### src/core/swrc_pkg.sv
package swrc_pkg;

   // ==================================================================
   // Timing: one microsecond tick from the 20 MHz clock
   localparam int         CLK_HZ       = 20_000_000;
   localparam logic [4:0] DIV_LAST     = 5'(CLK_HZ / 1_000_000 - 1);
   localparam logic [8:0] RESET_US     = 9'd480; // Low time meaning reset
   localparam logic [8:0] PRES_WAIT_US = 9'd30;  // Within 15..60 us
   localparam logic [8:0] PRES_LOW_US  = 9'd120; // Within 60..240 us
   localparam logic [5:0] SLOT_US      = 6'd30;  // Sample and hold point

   // ==================================================================
   // Selection commands and bit counts
   localparam logic [7:0] CMD_SEARCH = 8'hf0;
   localparam logic [7:0] CMD_READ   = 8'h33;
   localparam logic [7:0] CMD_MATCH  = 8'h55;
   localparam logic [7:0] CMD_BCAST  = 8'hcc;
   localparam logic [7:0] CMD_ALARM  = 8'hec;
   localparam logic [5:0] BYTE_LAST  = 6'd7;
   localparam logic [5:0] CODE_LAST  = 6'd63;
   localparam int         CRC_BITS   = 56;
   localparam logic [7:0] CRC_POLY   = 8'h8c; // Reflected x^8+x^5+x^4+1

   // Family code value is arbitrary
   localparam logic [7:0]  FAMILY_CODE  = 8'h5a;
   localparam logic [47:0] SERIAL_RESET = 48'h0000_0000_0001;

   // ==================================================================
   // States and carriers
   typedef enum logic [3:0] {
      ST_IDLE       = 4'b0000,
      ST_WAIT_RISE  = 4'b0001,
      ST_PRES_WAIT  = 4'b0010,
      ST_PRES_DRIVE = 4'b0011,
      ST_ROM_CMD    = 4'b0100,
      ST_READ_TX    = 4'b0101,
      ST_MATCH      = 4'b0110,
      ST_SEARCH     = 4'b0111,
      ST_FUNC       = 4'b1000
   } swrc_state_t;

   typedef struct packed {
      logic       sel;
      logic       bcast;
      logic [7:0] cmd;
   } swrc_func_t;

   // Serial check byte over the first n bits, LSB first
   function automatic logic [7:0] swrc_crc8(input logic [63:0] d,
                                            input int n);
      logic [7:0] c;
      logic       fb;
      c = 8'h00;
      for (int i = 0; i < 64; i++) begin
         if (i < n) begin
            fb = c[0] ^ d[i];
            c = {1'b0, c[7:1]} ^ (fb ? CRC_POLY : 8'h00);
         end
      end
      return c;
   endfunction

endpackage

### src/core/swrc_top.sv
// Notes on behaviour
// - Both check bytes use the polynomial x^8 + x^5 + x^4 + 1.
// - Code check byte covers the first 56 code bits, held in top byte.
// - Scratchpad check byte covers bytes 0..7, recomputed on every change.
// - Generator starts at zero and absorbs one bit at a time, LSB first.
// - No check-value comparison ever stops a command sequence here.
// - Commands and data travel least significant bit first, both ways.
// - The line is only pulled low or released, never driven high.
// - Any length of high time between bits keeps the state intact.
// - Line low for more than 480 us is a bus reset, abandoning all.
// - Access order is reset, selection, function; other orders ignored.
// - Each transaction starts with master reset then slave presence.
// - Decode one of five selection commands; functions only after one.
// - Search: send bit and complement, drop out on master mismatch.
// - Code readout sends the whole 64-bit code.
// - Address select compares 64 bits; mismatch stays silent to reset.
// - Broadcast select marks the device selected without any code.
// - Alarm search acts as search only while the alarm flag is set.
// - Alarm flag is refreshed after each conversion from trip values.
// - Code is family byte low, 48-bit serial, check byte high.
// - After the rise wait 15..60 us, then pull low 60..240 us.
module swrc_top
   import swrc_pkg::*;
#(
   parameter logic [47:0] SERIAL = SERIAL_RESET
) (
   // Clock and reset
   input  wire logic        clock,
   input  wire logic        srst,
   // Open-drain data line
   input  wire logic        dq_in,
   output      logic        dq_out,
   output      logic        dq_oe,
   // Scratchpad contents and conversion result
   input  wire logic [63:0] scratch,
   input  wire logic        conv_done,
   input  wire logic [15:0] temp_reading,
   input  wire logic [7:0]  upper_trip_value,
   input  wire logic [7:0]  lower_trip_value,
   // Function command handoff
   output      swrc_func_t  func,
   output      logic        func_valid,
   output      logic        bus_reset,
   output      logic        alarm,
   output      logic [7:0]  scratch_crc
);
   import swrc_pkg::*;

   // Identification code with its own check byte on top
   localparam logic [55:0] CODE_LOW = {SERIAL, FAMILY_CODE};
   localparam logic [63:0] ROM_CODE =
      {swrc_crc8({8'h00, CODE_LOW}, CRC_BITS), CODE_LOW};

   swrc_state_t state_q;
   swrc_func_t  func_q;
   logic [4:0]  div_q;
   logic        line_q;
   logic [8:0]  low_us_q;
   logic [8:0]  pres_us_q;
   logic        slot_q;
   logic [5:0]  slot_us_q;
   logic [7:0]  sh_q;
   logic [5:0]  bit_cnt_q;
   logic [1:0]  ph_q;
   logic        match_ok_q;
   logic        alarm_q;
   logic        dq_oe_q;
   logic        dq_out_q;
   logic        func_valid_q;
   logic        bus_reset_q;
   logic [7:0]  scratch_crc_q;

   logic        tick, fall, rise, rst_evt, slot_on, bit_done, rx;
   logic        code_bit, tx_en, tx_bit, pres_end, wait_end;
   logic        got_cmd, sel_evt, bcast_evt, func_evt;
   logic [7:0]  cmd_next;

   // ==================================================================
   // Microsecond divider and line edges
   assign tick = (div_q == DIV_LAST);
   assign fall = line_q & ~dq_in;
   assign rise = ~line_q & dq_in;

   // Free-running divider; slot timing only needs about one us accuracy
   always_ff @(posedge clock) begin
      if (srst || tick) begin
         div_q <= 5'h00;
      end else begin
         div_q <= div_q + 5'h01;
      end
   end

   // Previous line level; idle line is high
   always_ff @(posedge clock) begin
      if (srst) begin
         line_q <= 1'b1;
      end else begin
         line_q <= dq_in;
      end
   end

   // ==================================================================
   // Reset detection: low time counted in us, saturating
   assign rst_evt = ~dq_in & tick & (low_us_q == RESET_US - 9'h001);

   always_ff @(posedge clock) begin
      if (srst || dq_in) begin
         low_us_q <= 9'h000; // High time of any length is harmless
      end else if (tick && low_us_q != RESET_US) begin
         low_us_q <= low_us_q + 9'h001;
      end
   end

   // ==================================================================
   // Bit slots: opened by the master's falling edge, closed at 30 us
   assign slot_on  = (state_q == ST_ROM_CMD) || (state_q == ST_READ_TX) ||
                     (state_q == ST_MATCH) || (state_q == ST_SEARCH) ||
                     (state_q == ST_FUNC);
   assign bit_done = slot_q & tick & (slot_us_q == SLOT_US - 6'h01);
   assign rx       = dq_in;

   always_ff @(posedge clock) begin
      if (srst || rst_evt) begin
         slot_q    <= 1'b0;
         slot_us_q <= 6'h00;
      end else if (fall && slot_on && !slot_q) begin
         slot_q    <= 1'b1;
         slot_us_q <= 6'h00;
      end else if (slot_q && tick) begin
         slot_q    <= ~bit_done;
         slot_us_q <= slot_us_q + 6'h01;
      end
   end

   // ==================================================================
   // Transmit bit selection
   assign code_bit = ROM_CODE[bit_cnt_q]; // Family LSB first
   assign tx_en    = (state_q == ST_READ_TX) ||
                     (state_q == ST_SEARCH && ph_q != 2'h2);
   assign tx_bit   = (state_q == ST_SEARCH && ph_q == 2'h1) ?
                     ~code_bit : code_bit;

   // Received byte, shifted in LSB first
   assign cmd_next = {rx, sh_q[7:1]};
   assign got_cmd  = bit_done && state_q == ST_ROM_CMD &&
                     bit_cnt_q == BYTE_LAST;
   assign bcast_evt = got_cmd && cmd_next == CMD_BCAST;
   assign sel_evt  = bit_done && bit_cnt_q == CODE_LAST &&
                     (state_q == ST_READ_TX ||
                      (state_q == ST_MATCH && match_ok_q &&
                       rx == code_bit));
   assign func_evt = bit_done && state_q == ST_FUNC &&
                     bit_cnt_q == BYTE_LAST;

   // Presence timing points
   assign wait_end = state_q == ST_PRES_WAIT && tick &&
                     pres_us_q == PRES_WAIT_US - 9'h001;
   assign pres_end = state_q == ST_PRES_DRIVE && tick &&
                     pres_us_q == PRES_LOW_US - 9'h001;

   // ==================================================================
   // Transaction sequence; a reset from any state wins
   always_ff @(posedge clock) begin
      if (srst) begin
         state_q    <= ST_IDLE;
         pres_us_q  <= 9'h000;
         sh_q       <= 8'h00;
         bit_cnt_q  <= 6'h00;
         ph_q       <= 2'h0;
         match_ok_q <= 1'b0;
      end else if (rst_evt) begin
         state_q    <= ST_WAIT_RISE;
         bit_cnt_q  <= 6'h00;
         ph_q       <= 2'h0;
      end else begin
         case (state_q)
            ST_WAIT_RISE: begin
               pres_us_q <= 9'h000;
               if (rise) begin
                  state_q <= ST_PRES_WAIT;
               end
            end
            ST_PRES_WAIT: begin
               pres_us_q <= tick ? pres_us_q + 9'h001 : pres_us_q;
               if (wait_end) begin
                  state_q   <= ST_PRES_DRIVE;
                  pres_us_q <= 9'h000;
               end
            end
            ST_PRES_DRIVE: begin
               pres_us_q <= tick ? pres_us_q + 9'h001 : pres_us_q;
               if (pres_end) begin
                  state_q   <= ST_ROM_CMD;
                  bit_cnt_q <= 6'h00;
               end
            end
            ST_ROM_CMD: begin
               if (bit_done) begin
                  sh_q      <= cmd_next;
                  bit_cnt_q <= bit_cnt_q + 6'h01;
               end
               if (got_cmd) begin
                  bit_cnt_q  <= 6'h00;
                  ph_q       <= 2'h0;
                  match_ok_q <= 1'b1;
                  // Unknown commands leave the device silent
                  case (cmd_next)
                     CMD_READ:   state_q <= ST_READ_TX;
                     CMD_MATCH:  state_q <= ST_MATCH;
                     CMD_BCAST:  state_q <= ST_FUNC;
                     CMD_SEARCH: state_q <= ST_SEARCH;
                     CMD_ALARM:  state_q <= alarm_q ? ST_SEARCH
                                                    : ST_IDLE;
                     default:    state_q <= ST_IDLE;
                  endcase
               end
            end
            ST_READ_TX, ST_MATCH: begin
               if (bit_done) begin
                  bit_cnt_q <= bit_cnt_q + 6'h01;
                  if (rx != code_bit) begin
                     match_ok_q <= 1'b0;
                  end
                  if (bit_cnt_q == CODE_LAST) begin
                     bit_cnt_q <= 6'h00;
                     state_q   <= sel_evt ? ST_FUNC : ST_IDLE;
                  end
               end
            end
            ST_SEARCH: begin
               if (bit_done) begin
                  ph_q <= ph_q + 2'h1;
                  if (ph_q == 2'h2) begin
                     ph_q      <= 2'h0;
                     bit_cnt_q <= bit_cnt_q + 6'h01;
                     // Drop out on mismatch; after the last bit the
                     // master must reinitialise anyway
                     if (rx != code_bit || bit_cnt_q == CODE_LAST) begin
                        state_q <= ST_IDLE;
                     end
                  end
               end
            end
            ST_FUNC: begin
               if (bit_done) begin
                  sh_q      <= cmd_next;
                  bit_cnt_q <= bit_cnt_q + 6'h01;
               end
               if (func_evt) begin
                  state_q <= ST_IDLE; // Function block takes over
               end
            end
            default: begin
               state_q <= state_q; // ST_IDLE waits for a bus reset
            end
         endcase
      end
   end

   // ==================================================================
   // Line driver: only ever pulls low, released otherwise
   always_ff @(posedge clock) begin
      if (srst || rst_evt) begin
         dq_oe_q <= 1'b0;
      end else if (wait_end) begin
         dq_oe_q <= 1'b1; // Presence pulse
      end else if (pres_end) begin
         dq_oe_q <= 1'b0;
      end else if (fall && slot_on && !slot_q && tx_en && !tx_bit) begin
         dq_oe_q <= 1'b1; // Send a zero
      end else if (bit_done) begin
         dq_oe_q <= 1'b0;
      end
   end

   // Output level is always low; no strong high drive exists
   always_ff @(posedge clock) begin
      dq_out_q <= 1'b0;
   end

   // ==================================================================
   // Selection state and function command handoff
   always_ff @(posedge clock) begin
      if (srst || rst_evt) begin
         func_q       <= '0;
         func_valid_q <= 1'b0;
      end else begin
         func_valid_q <= func_evt;
         if (bcast_evt) begin
            func_q.bcast <= 1'b1;
         end
         if (sel_evt) begin
            func_q.sel <= 1'b1;
         end
         if (func_evt) begin
            func_q.cmd <= cmd_next;
         end
      end
   end

   // One-cycle bus reset indication for the function logic
   always_ff @(posedge clock) begin
      if (srst) begin
         bus_reset_q <= 1'b0;
      end else begin
         bus_reset_q <= rst_evt;
      end
   end

   // ==================================================================
   // Alarm flag: reading bits 8:1 against the trip values
   always_ff @(posedge clock) begin
      if (srst) begin
         alarm_q <= 1'b0;
      end else if (conv_done) begin
         alarm_q <= ($signed(temp_reading[8:1]) >
                     $signed(upper_trip_value)) ||
                    ($signed(temp_reading[8:1]) <
                     $signed(lower_trip_value));
      end
   end

   // Scratchpad check byte follows the contents every cycle; nothing
   // here compares it, the master alone judges it
   always_ff @(posedge clock) begin
      if (srst) begin
         scratch_crc_q <= 8'h00;
      end else begin
         scratch_crc_q <= swrc_crc8(scratch, 64);
      end
   end

   assign dq_out      = dq_out_q;
   assign dq_oe       = dq_oe_q;
   assign func        = func_q;
   assign func_valid  = func_valid_q;
   assign bus_reset   = bus_reset_q;
   assign alarm       = alarm_q;
   assign scratch_crc = scratch_crc_q;

   // ==================================================================
   // Assertions
   // Presence length in clock cycles; a counter instead of a long delay
   // range keeps the property cheap to evaluate
   localparam int PRES_CYC_LAST =
      int'(PRES_LOW_US) * (int'(DIV_LAST) + 1) - 1;
   logic [11:0] pres_cyc_q;

   // Cycles since the presence pulse started
   always_ff @(posedge clock) begin
      if (srst || wait_end) begin
         pres_cyc_q <= 12'h000;
      end else if (state_q == ST_PRES_DRIVE) begin
         pres_cyc_q <= pres_cyc_q + 12'h001;
      end
   end
endmodule // swrc_top

### config.mk
export PLATFORM = sky130hd
export DESIGN_NAME = swrc_top
export DESIGN_NICKNAME = d
export VERILOG_FILES = /design/src/core/swrc_pkg.sv /design/src/core/swrc_top.sv
export SDC_FILE = /design/constraint.sdc
export NUM_CORES = 1
export LEC_CHECK = 0
export BUFFER_PORTS_ARGS = -buffer_cell sky130_fd_sc_hd__buf_4
export CORE_MARGIN = 2
export CORE_UTILIZATION = 55
export CTS_BUF_LIST = sky130_fd_sc_hd__clkbuf_4
export CTS_CLUSTER_DIAMETER = 80
export DETAILED_ROUTE_END_ITERATION = 10
export PLACE_DENSITY = 0.8
export SLEW_MARGIN = 20
export SYNTH_ARGS = -nofsm -noshare
export SYNTH_HDL_FRONTEND = slang
export SYNTH_SLANG_ARGS = --single-unit
export TNS_END_PERCENT = 5
### constraint.sdc
create_clock -name clock -period 9.1 [get_ports clock]
set_input_delay 1.365 -clock clock [delete_from_list [all_inputs] [get_ports clock]]
set_output_delay 1.365 -clock clock [all_outputs]
set_load 0.05 [all_outputs]
======== Yosys cells after proc, flatten, opt, wreduce, memory -nomap -nowiden ========
Memory sizes are Yosys's and may differ from the RTL's. A register that Yosys moved wholly into a read port is not among the register bits.
Index checks and enable logic that the tools add are counted.
operators by class
  equal/unequal tests ..................... 47
  $lt $le $gt $ge ......................... 3
  bitwise gates (word level) .............. 137
  reductions and logical operators ........ 53
  muxes and demuxes ....................... 171
  add/sub/neg operators ................... 6
operators with widths
  cell                                            count
  2-to-1 mux 8 bit                                127
  bitwise XOR 7 x 8 -> 8 bit                      63
  bitwise XOR 1 bit                               63
  2-to-1 mux 6 bit                                9
  2-to-1 mux 4 bit                                11
  one-hot mux 6 bit (5 select lines)              1
  one-hot mux 4 bit (7 select lines)              1
  one-hot mux 9 bit (3 select lines)              1
  == test 8 bit (second input constant)           3
  inequality test 3 bit (second input constant)   8
  AND reduction 11 bit                            2
  logical AND 1 bit                               21
  inequality test 2 bit (second input constant)   10
  one-hot mux 4 bit (5 select lines)              1
  adder 9 x 1 -> 9 bit (second input constant)    2
  2-to-1 mux 9 bit                                2
  == test 4 x 3 -> 1 bit (second input constant)  4
  adder 6 x 1 -> 6 bit (second input constant)    2
  2-to-1 mux 1 bit                                12
  logical OR 1 bit                                11
  AND reduction 5 bit                             2
  == test 9 x 5 -> 1 bit (second input constant)  1
  == test 9 x 7 -> 1 bit (second input constant)  1
  == test 9 bit (second input constant)           1
  other kinds (37)                                58
word-level totals
  input bits .............................. 100
  memory bits (read-only) ................. 64
  memories ................................ 1
  bits in registers ....................... 74
  output and inout port bits .............. 23
  logic and storage cells ................. 438
memory list
  memory           words  width  read ports  clocked after Yosys merged registers in  wr ports  RTL line         RTL
  (no name shown)  64     1      1           1                                        0         swrc_top.sv:137  assign code_bit = ROM_CODE[bit_cnt_q];

======== Logic depth before layout (Yosys ltp) ========
  depth after elaboration ................. 253
  mapped depth ............................ 16

======== Worst setup path after synthesis ========
Ideal clock, no wire load.
  path type ............................... input-to-reg
  start point ............................. input port scratch[4]
  end point ............................... register scratch_crc_q[2], in the netlist scratch_crc[2]
  slack ................................... 3.471 ns
  required time ........................... 9.035 ns
  arrival time ............................ 5.563 ns
  path buffers ............................ 0
  stages on the path ...................... 12
  cells stage by stage .................... xnor3_1 > xnor3_2 > xor3_2 > xnor3_2 > xnor2_4 > xor3_2 > xnor3_2 > xnor3_2 > xnor3_1 > xnor2_2 > xnor3_1 > nor2_1
between the ends
  longest elaborated chain between the ends .. 159
RTL lines
  what                                                                    RTL line                         RTL
  start: declaration                                                      swrc_top.sv:35                   input wire logic [63:0] scratch,
  bitwise XOR 1 bit *                                                     swrc_pkg.sv:56                   fb = c[0] ^ d[i];
  2-to-1 mux 8 bit *                                                      swrc_pkg.sv:57                   c = {1'b0, c[7:1]} ^ (fb ? CRC_POLY : 8'h00);
  bitwise XOR 7 x 8 -> 8 bit *                                            swrc_pkg.sv:57
  2-to-1 mux 8 bit *                                                      swrc_top.sv:326                  if (srst) begin
  bitwise XOR 7 x 8 -> 8 bit *                                            swrc_pkg.sv:57
  2-to-1 mux 8 bit *                                                      swrc_top.sv:326
  bitwise XOR 7 x 8 -> 8 bit *                                            swrc_pkg.sv:57
  2-to-1 mux 8 bit *                                                      swrc_top.sv:326
  [... 143 more ...]                                                      -
  2-to-1 mux 8 bit *                                                      swrc_top.sv:326
  bitwise XOR 7 x 8 -> 8 bit *                                            swrc_pkg.sv:57
  2-to-1 mux 8 bit *                                                      swrc_top.sv:326
  bitwise XOR 1 bit / bitwise XOR 7 x 8 -> 8 bit (equally long branches)  swrc_pkg.sv:56, swrc_pkg.sv:57
  2-to-1 mux 8 bit (on tied branches)                                     swrc_pkg.sv:57, swrc_top.sv:326
  bitwise XOR 7 x 8 -> 8 bit *                                            swrc_pkg.sv:57
  2-to-1 mux 8 bit *                                                      swrc_top.sv:326
  bitwise XOR 7 x 8 -> 8 bit *                                            swrc_pkg.sv:57
  end signal: assignment                                                  swrc_top.sv:329                  scratch_crc_q <= swrc_crc8(scratch, 64);
  end: declaration                                                        swrc_top.sv:71                   logic [7:0] scratch_crc_q;
Mark *: on every way between the ends. The rest lies on a longest branch, timed or not. The select of a mux whose other input is x is not followed.
A chain may end at the register's enable or synchronous reset.

======== Worst setup path after layout ========
  start point ............................. input port scratch[7]
  end point ............................... register scratch_crc_q[2], in the netlist scratch_crc[2]
between the ends
  longest elaborated chain between the ends .. 151
RTL lines
  what                                                                    RTL line
  bitwise XOR 1 bit *                                                     swrc_pkg.sv:56
  2-to-1 mux 8 bit *                                                      swrc_pkg.sv:57
  bitwise XOR 7 x 8 -> 8 bit *                                            swrc_pkg.sv:57
  2-to-1 mux 8 bit *                                                      swrc_top.sv:326
  bitwise XOR 7 x 8 -> 8 bit *                                            swrc_pkg.sv:57
  2-to-1 mux 8 bit *                                                      swrc_top.sv:326
  bitwise XOR 7 x 8 -> 8 bit *                                            swrc_pkg.sv:57
  2-to-1 mux 8 bit *                                                      swrc_top.sv:326
  [... 135 more ...]                                                      -
  2-to-1 mux 8 bit *                                                      swrc_top.sv:326
  bitwise XOR 7 x 8 -> 8 bit *                                            swrc_pkg.sv:57
  2-to-1 mux 8 bit *                                                      swrc_top.sv:326
  bitwise XOR 1 bit / bitwise XOR 7 x 8 -> 8 bit (equally long branches)  swrc_pkg.sv:56, swrc_pkg.sv:57
  2-to-1 mux 8 bit (on tied branches)                                     swrc_pkg.sv:57, swrc_top.sv:326
  bitwise XOR 7 x 8 -> 8 bit *                                            swrc_pkg.sv:57
  2-to-1 mux 8 bit *                                                      swrc_top.sv:326
  bitwise XOR 7 x 8 -> 8 bit *                                            swrc_pkg.sv:57
Marked as above.

==> qor.yml <==
run_status:
  outcome: "completed"
place:
  portBuffers: 113
  dp_hpwl_um: 10600
  routability_congestion_estimate_from_global_placement: 0.9274
cts:
  htree_num_levels: 3
  cts_hold_repair.buffers: 0
  clkTransAtPathRegs_ns: 0.12
  clock-sinks: 74
  cts_tree: "yes"
  clockBufferDepth: 2
  ctsRootBufferMaster: "sky130_fd_sc_hd__clkbuf_4"
  cts.repair_timing.setup_buffer_count: 0
  insertion_delay_ns: 0.43
  cts_repair_resize_count: 0
  cts_inserted_buffers: 9
critical_path:
  cp_data_arrival_time_ns: 5.97
  required_ns: 9.47
  criticalPathCategory: "input pin to register"
  worst-path-max-fanout: 4
  kind_of_end_point_of_the_critical_path: "register"
  start_kind: "input pin"
sta:
  period_needed_ns: 5.596
  rsz_0062_raised_after_global_routing: "no"
  hold_viol: 0
  final.period_utilization: 0.6150
  transition_time_of_the_tightest_slew_check_pin_ns: 0.9564
  report.final.slew_viol_count: 0
  finalSetupTns_ns: 0
  timing.final.setup_violations: 0
  clock_skew_ns: 0.02167
  max_freq_mhz: 178.7
  max-slew-margin-rel: 0.3459
worst_hold_path:
  timing.hold.worst.class: "register to register"
grt:
  overflow_left_after_global_routing: 0
  via_count_of_the_first_global_routing_pass: 4964
  globalRouteTotalUtil: 0.2377
  antenna_found_initial: 0
  grt_pass1_wl_um: 22280
  largest_net_degree_at_the_start_of_global_routing: 29
floorplanning:
  die_w_um: 107.9
  top_level_ports: 123
  chipHeight_um: 107.9
  placement_rows: 37
  core_area_um2: 10420
  floorplan.initialDensity: 0.5703
  dieArea_um2: 11650
final_layout:
  n_fill_cell: 784
  layout.area.seq_um2: 1481
  final_net_count: 851
  multi_input_comb_area_um2: 4285
  finish.utilization: 0.6760
  area_growth_syn_to_layout_pct: 18.53
  layout-drive-gt1-share: 0.2169
routing:
  ant_nets: 0
  via_per_inst: 5.534
  vias_post_dr: 4815
  post-route-drc-count: 0
  route.final.wire_length_um: 13250
  initialDrtViolationCount: 284
  drt_first_pass_iters: 5
  routedWlPerCell_um: 15.23
synthesis:
  synth_seq_area_share: 0.2494
  number_of_synthesized_flops_with_an_enable_pin: 0
  library_cell_occupying_the_most_area_in_the_post_synthesis_netlist: "sky130_fd_sc_hd__dfxtp_1"
  warning_count_from_the_yosys_run: 0
  synth.cell_area_um2: 5941
  synthMostInstantiatedCell: "sky130_fd_sc_hd__xnor2_1"
  syn_nets: 742
  synth_cell_type_count: 60
  synthTopCellsByCount: "sky130_fd_sc_hd__xnor2_1, sky130_fd_sc_hd__nor2_1, sky130_fd_sc_hd__dfxtp_1, sky130_fd_sc_hd__nand2_1, sky130_fd_sc_hd__xor2_1"
  synth_cells: 619
  synthesis.area_per_instance_um2: 9.597
  area_share_of_the_largest_cell_type_after_synthesis: 0.2494
  async_reset_ff_frac: 0
  synth_ff_type: "sky130_fd_sc_hd__dfxtp_1"
  ys_ff_latch: 74
  netlist_top_cells_area: "sky130_fd_sc_hd__dfxtp_1, sky130_fd_sc_hd__xnor2_1, sky130_fd_sc_hd__xnor3_1"
job:
  max_cap_viol_count: 0
final cells by class:
| cell class | instances | share of cell area |
|---|---|---|
| well taps | 136 | 0.02416 |
| inverters | 27 | 0.01439 |
| diodes | 1 | 0.0003554 |
| flip-flops and latches | 74 | 0.2104 |
| clock buffers | 9 | 0.009595 |
| multi-input cells | 502 | 0.6086 |
| repair buffers | 114 | 0.1215 |
| clock inverters | 7 | 0.01102 |
routing by layer:
metal / GRT usage / part of all wire
met5: 0 / 0
met2: 0.4214 / 0.50
met4: 0.08608 / 0.020
met1: 0.2944 / 0.42
met3: 0.03436 / 0.055
stage by stage:
step                std cells  hold slack [ns]  instance area (µm²)  setup WS, ns
finish                    870           0.4844                 7042         3.504
global route              869           0.5174                 7039         3.359
CTS                       869           0.4904                 7039         3.506
detailed placement        853           0.4761                 6894         3.065
global placement          853           0.4402                 6889         3.156
floorplan                 619           0.4331                 5941         3.471
worst max-delay path, stage by stage:
cell	delay (ns)
sky130_fd_sc_hd__buf_4	0.14
sky130_fd_sc_hd__xor2_1	0.25
sky130_fd_sc_hd__xnor3_2	0.54
sky130_fd_sc_hd__xnor3_2	0.42
sky130_fd_sc_hd__xnor3_2	0.45
sky130_fd_sc_hd__xnor2_4	0.27
sky130_fd_sc_hd__xor3_2	0.50
sky130_fd_sc_hd__xnor3_2	0.45
sky130_fd_sc_hd__xnor3_2	0.47
sky130_fd_sc_hd__xnor3_1	0.39
sky130_fd_sc_hd__xnor2_2	0.24
sky130_fd_sc_hd__xnor3_1	0.37
sky130_fd_sc_hd__nor2_1	0.10
worst paths after layout:
path                            startpoint        endpoint  slack, ns  cells past startpoint
worst min register to register    div_q[0]        div_q[0]       0.48                      1
worst min-delay path              div_q[0]        div_q[0]       0.48                      1
worst max-delay path            scratch[7]  scratch_crc[2]       3.50                     13
worst max register to register    div_q[0]        code_bit       5.76                     12
cell families after synthesis:
family	synth area share
AOI/OAI and AO/OA	0.08677
xor gates and xnor gates	0.3821
adders and majority gates	0.04844
buffers and inverters	0.03012
DFF	0.2494
muxes	0.03033
other	0.0006312
and+or+nand+nor	0.1723
state kept, by name, summed over array words and instances (netlist names), 4 cells and up:
signal,count
bit_cnt_q,6
div_q,5
func,10
low_us_q,9
pres_us_q,9
scratch_crc,8
sh_q,7
slot_us_q,6
state_q,4
cell usage in the layout (no fill, tap or decap), types with 2 or more instances in the layout:
cell type	n
sky130_fd_sc_hd__nand3_1	18
sky130_fd_sc_hd__xor2_1	33
sky130_fd_sc_hd__o31ai_1	2
sky130_fd_sc_hd__dfxtp_1	74
sky130_fd_sc_hd__clkbuf_4	9
sky130_fd_sc_hd__inv_1	27
sky130_fd_sc_hd__xnor3_1	25
sky130_fd_sc_hd__or2_2	2
sky130_fd_sc_hd__xnor3_4	5
sky130_fd_sc_hd__nor3_1	19
sky130_fd_sc_hd__a2111oi_0	3
sky130_fd_sc_hd__nor4_1	6
sky130_fd_sc_hd__nand2b_1	11
sky130_fd_sc_hd__xor3_1	6
sky130_fd_sc_hd__nand2_1	35
sky130_fd_sc_hd__clkinv_4	3
sky130_fd_sc_hd__nor2b_1	10
sky130_fd_sc_hd__o21ai_0	25
sky130_fd_sc_hd__a22oi_1	4
sky130_fd_sc_hd__nor3b_1	2
sky130_fd_sc_hd__nor2_1	75
sky130_fd_sc_hd__xnor3_2	14
sky130_fd_sc_hd__xor3_2	2
sky130_fd_sc_hd__nand4_1	6
sky130_fd_sc_hd__ha_1	23
sky130_fd_sc_hd__nor4b_1	3
sky130_fd_sc_hd__a32oi_1	2
sky130_fd_sc_hd__a21oi_1	19
sky130_fd_sc_hd__buf_4	114
sky130_fd_sc_hd__a31oi_1	4
sky130_fd_sc_hd__or3_1	7
sky130_fd_sc_hd__mux2i_1	18
sky130_fd_sc_hd__a211oi_1	4
sky130_fd_sc_hd__xnor2_1	80
sky130_fd_sc_hd__a21o_1	2
sky130_fd_sc_hd__o21a_1	6
sky130_fd_sc_hd__nand4b_1	2
sky130_fd_sc_hd__and3_1	7
Power is not shown: default switching activity piles up to over one toggle a cycle in this logic, so the estimate is an artifact.
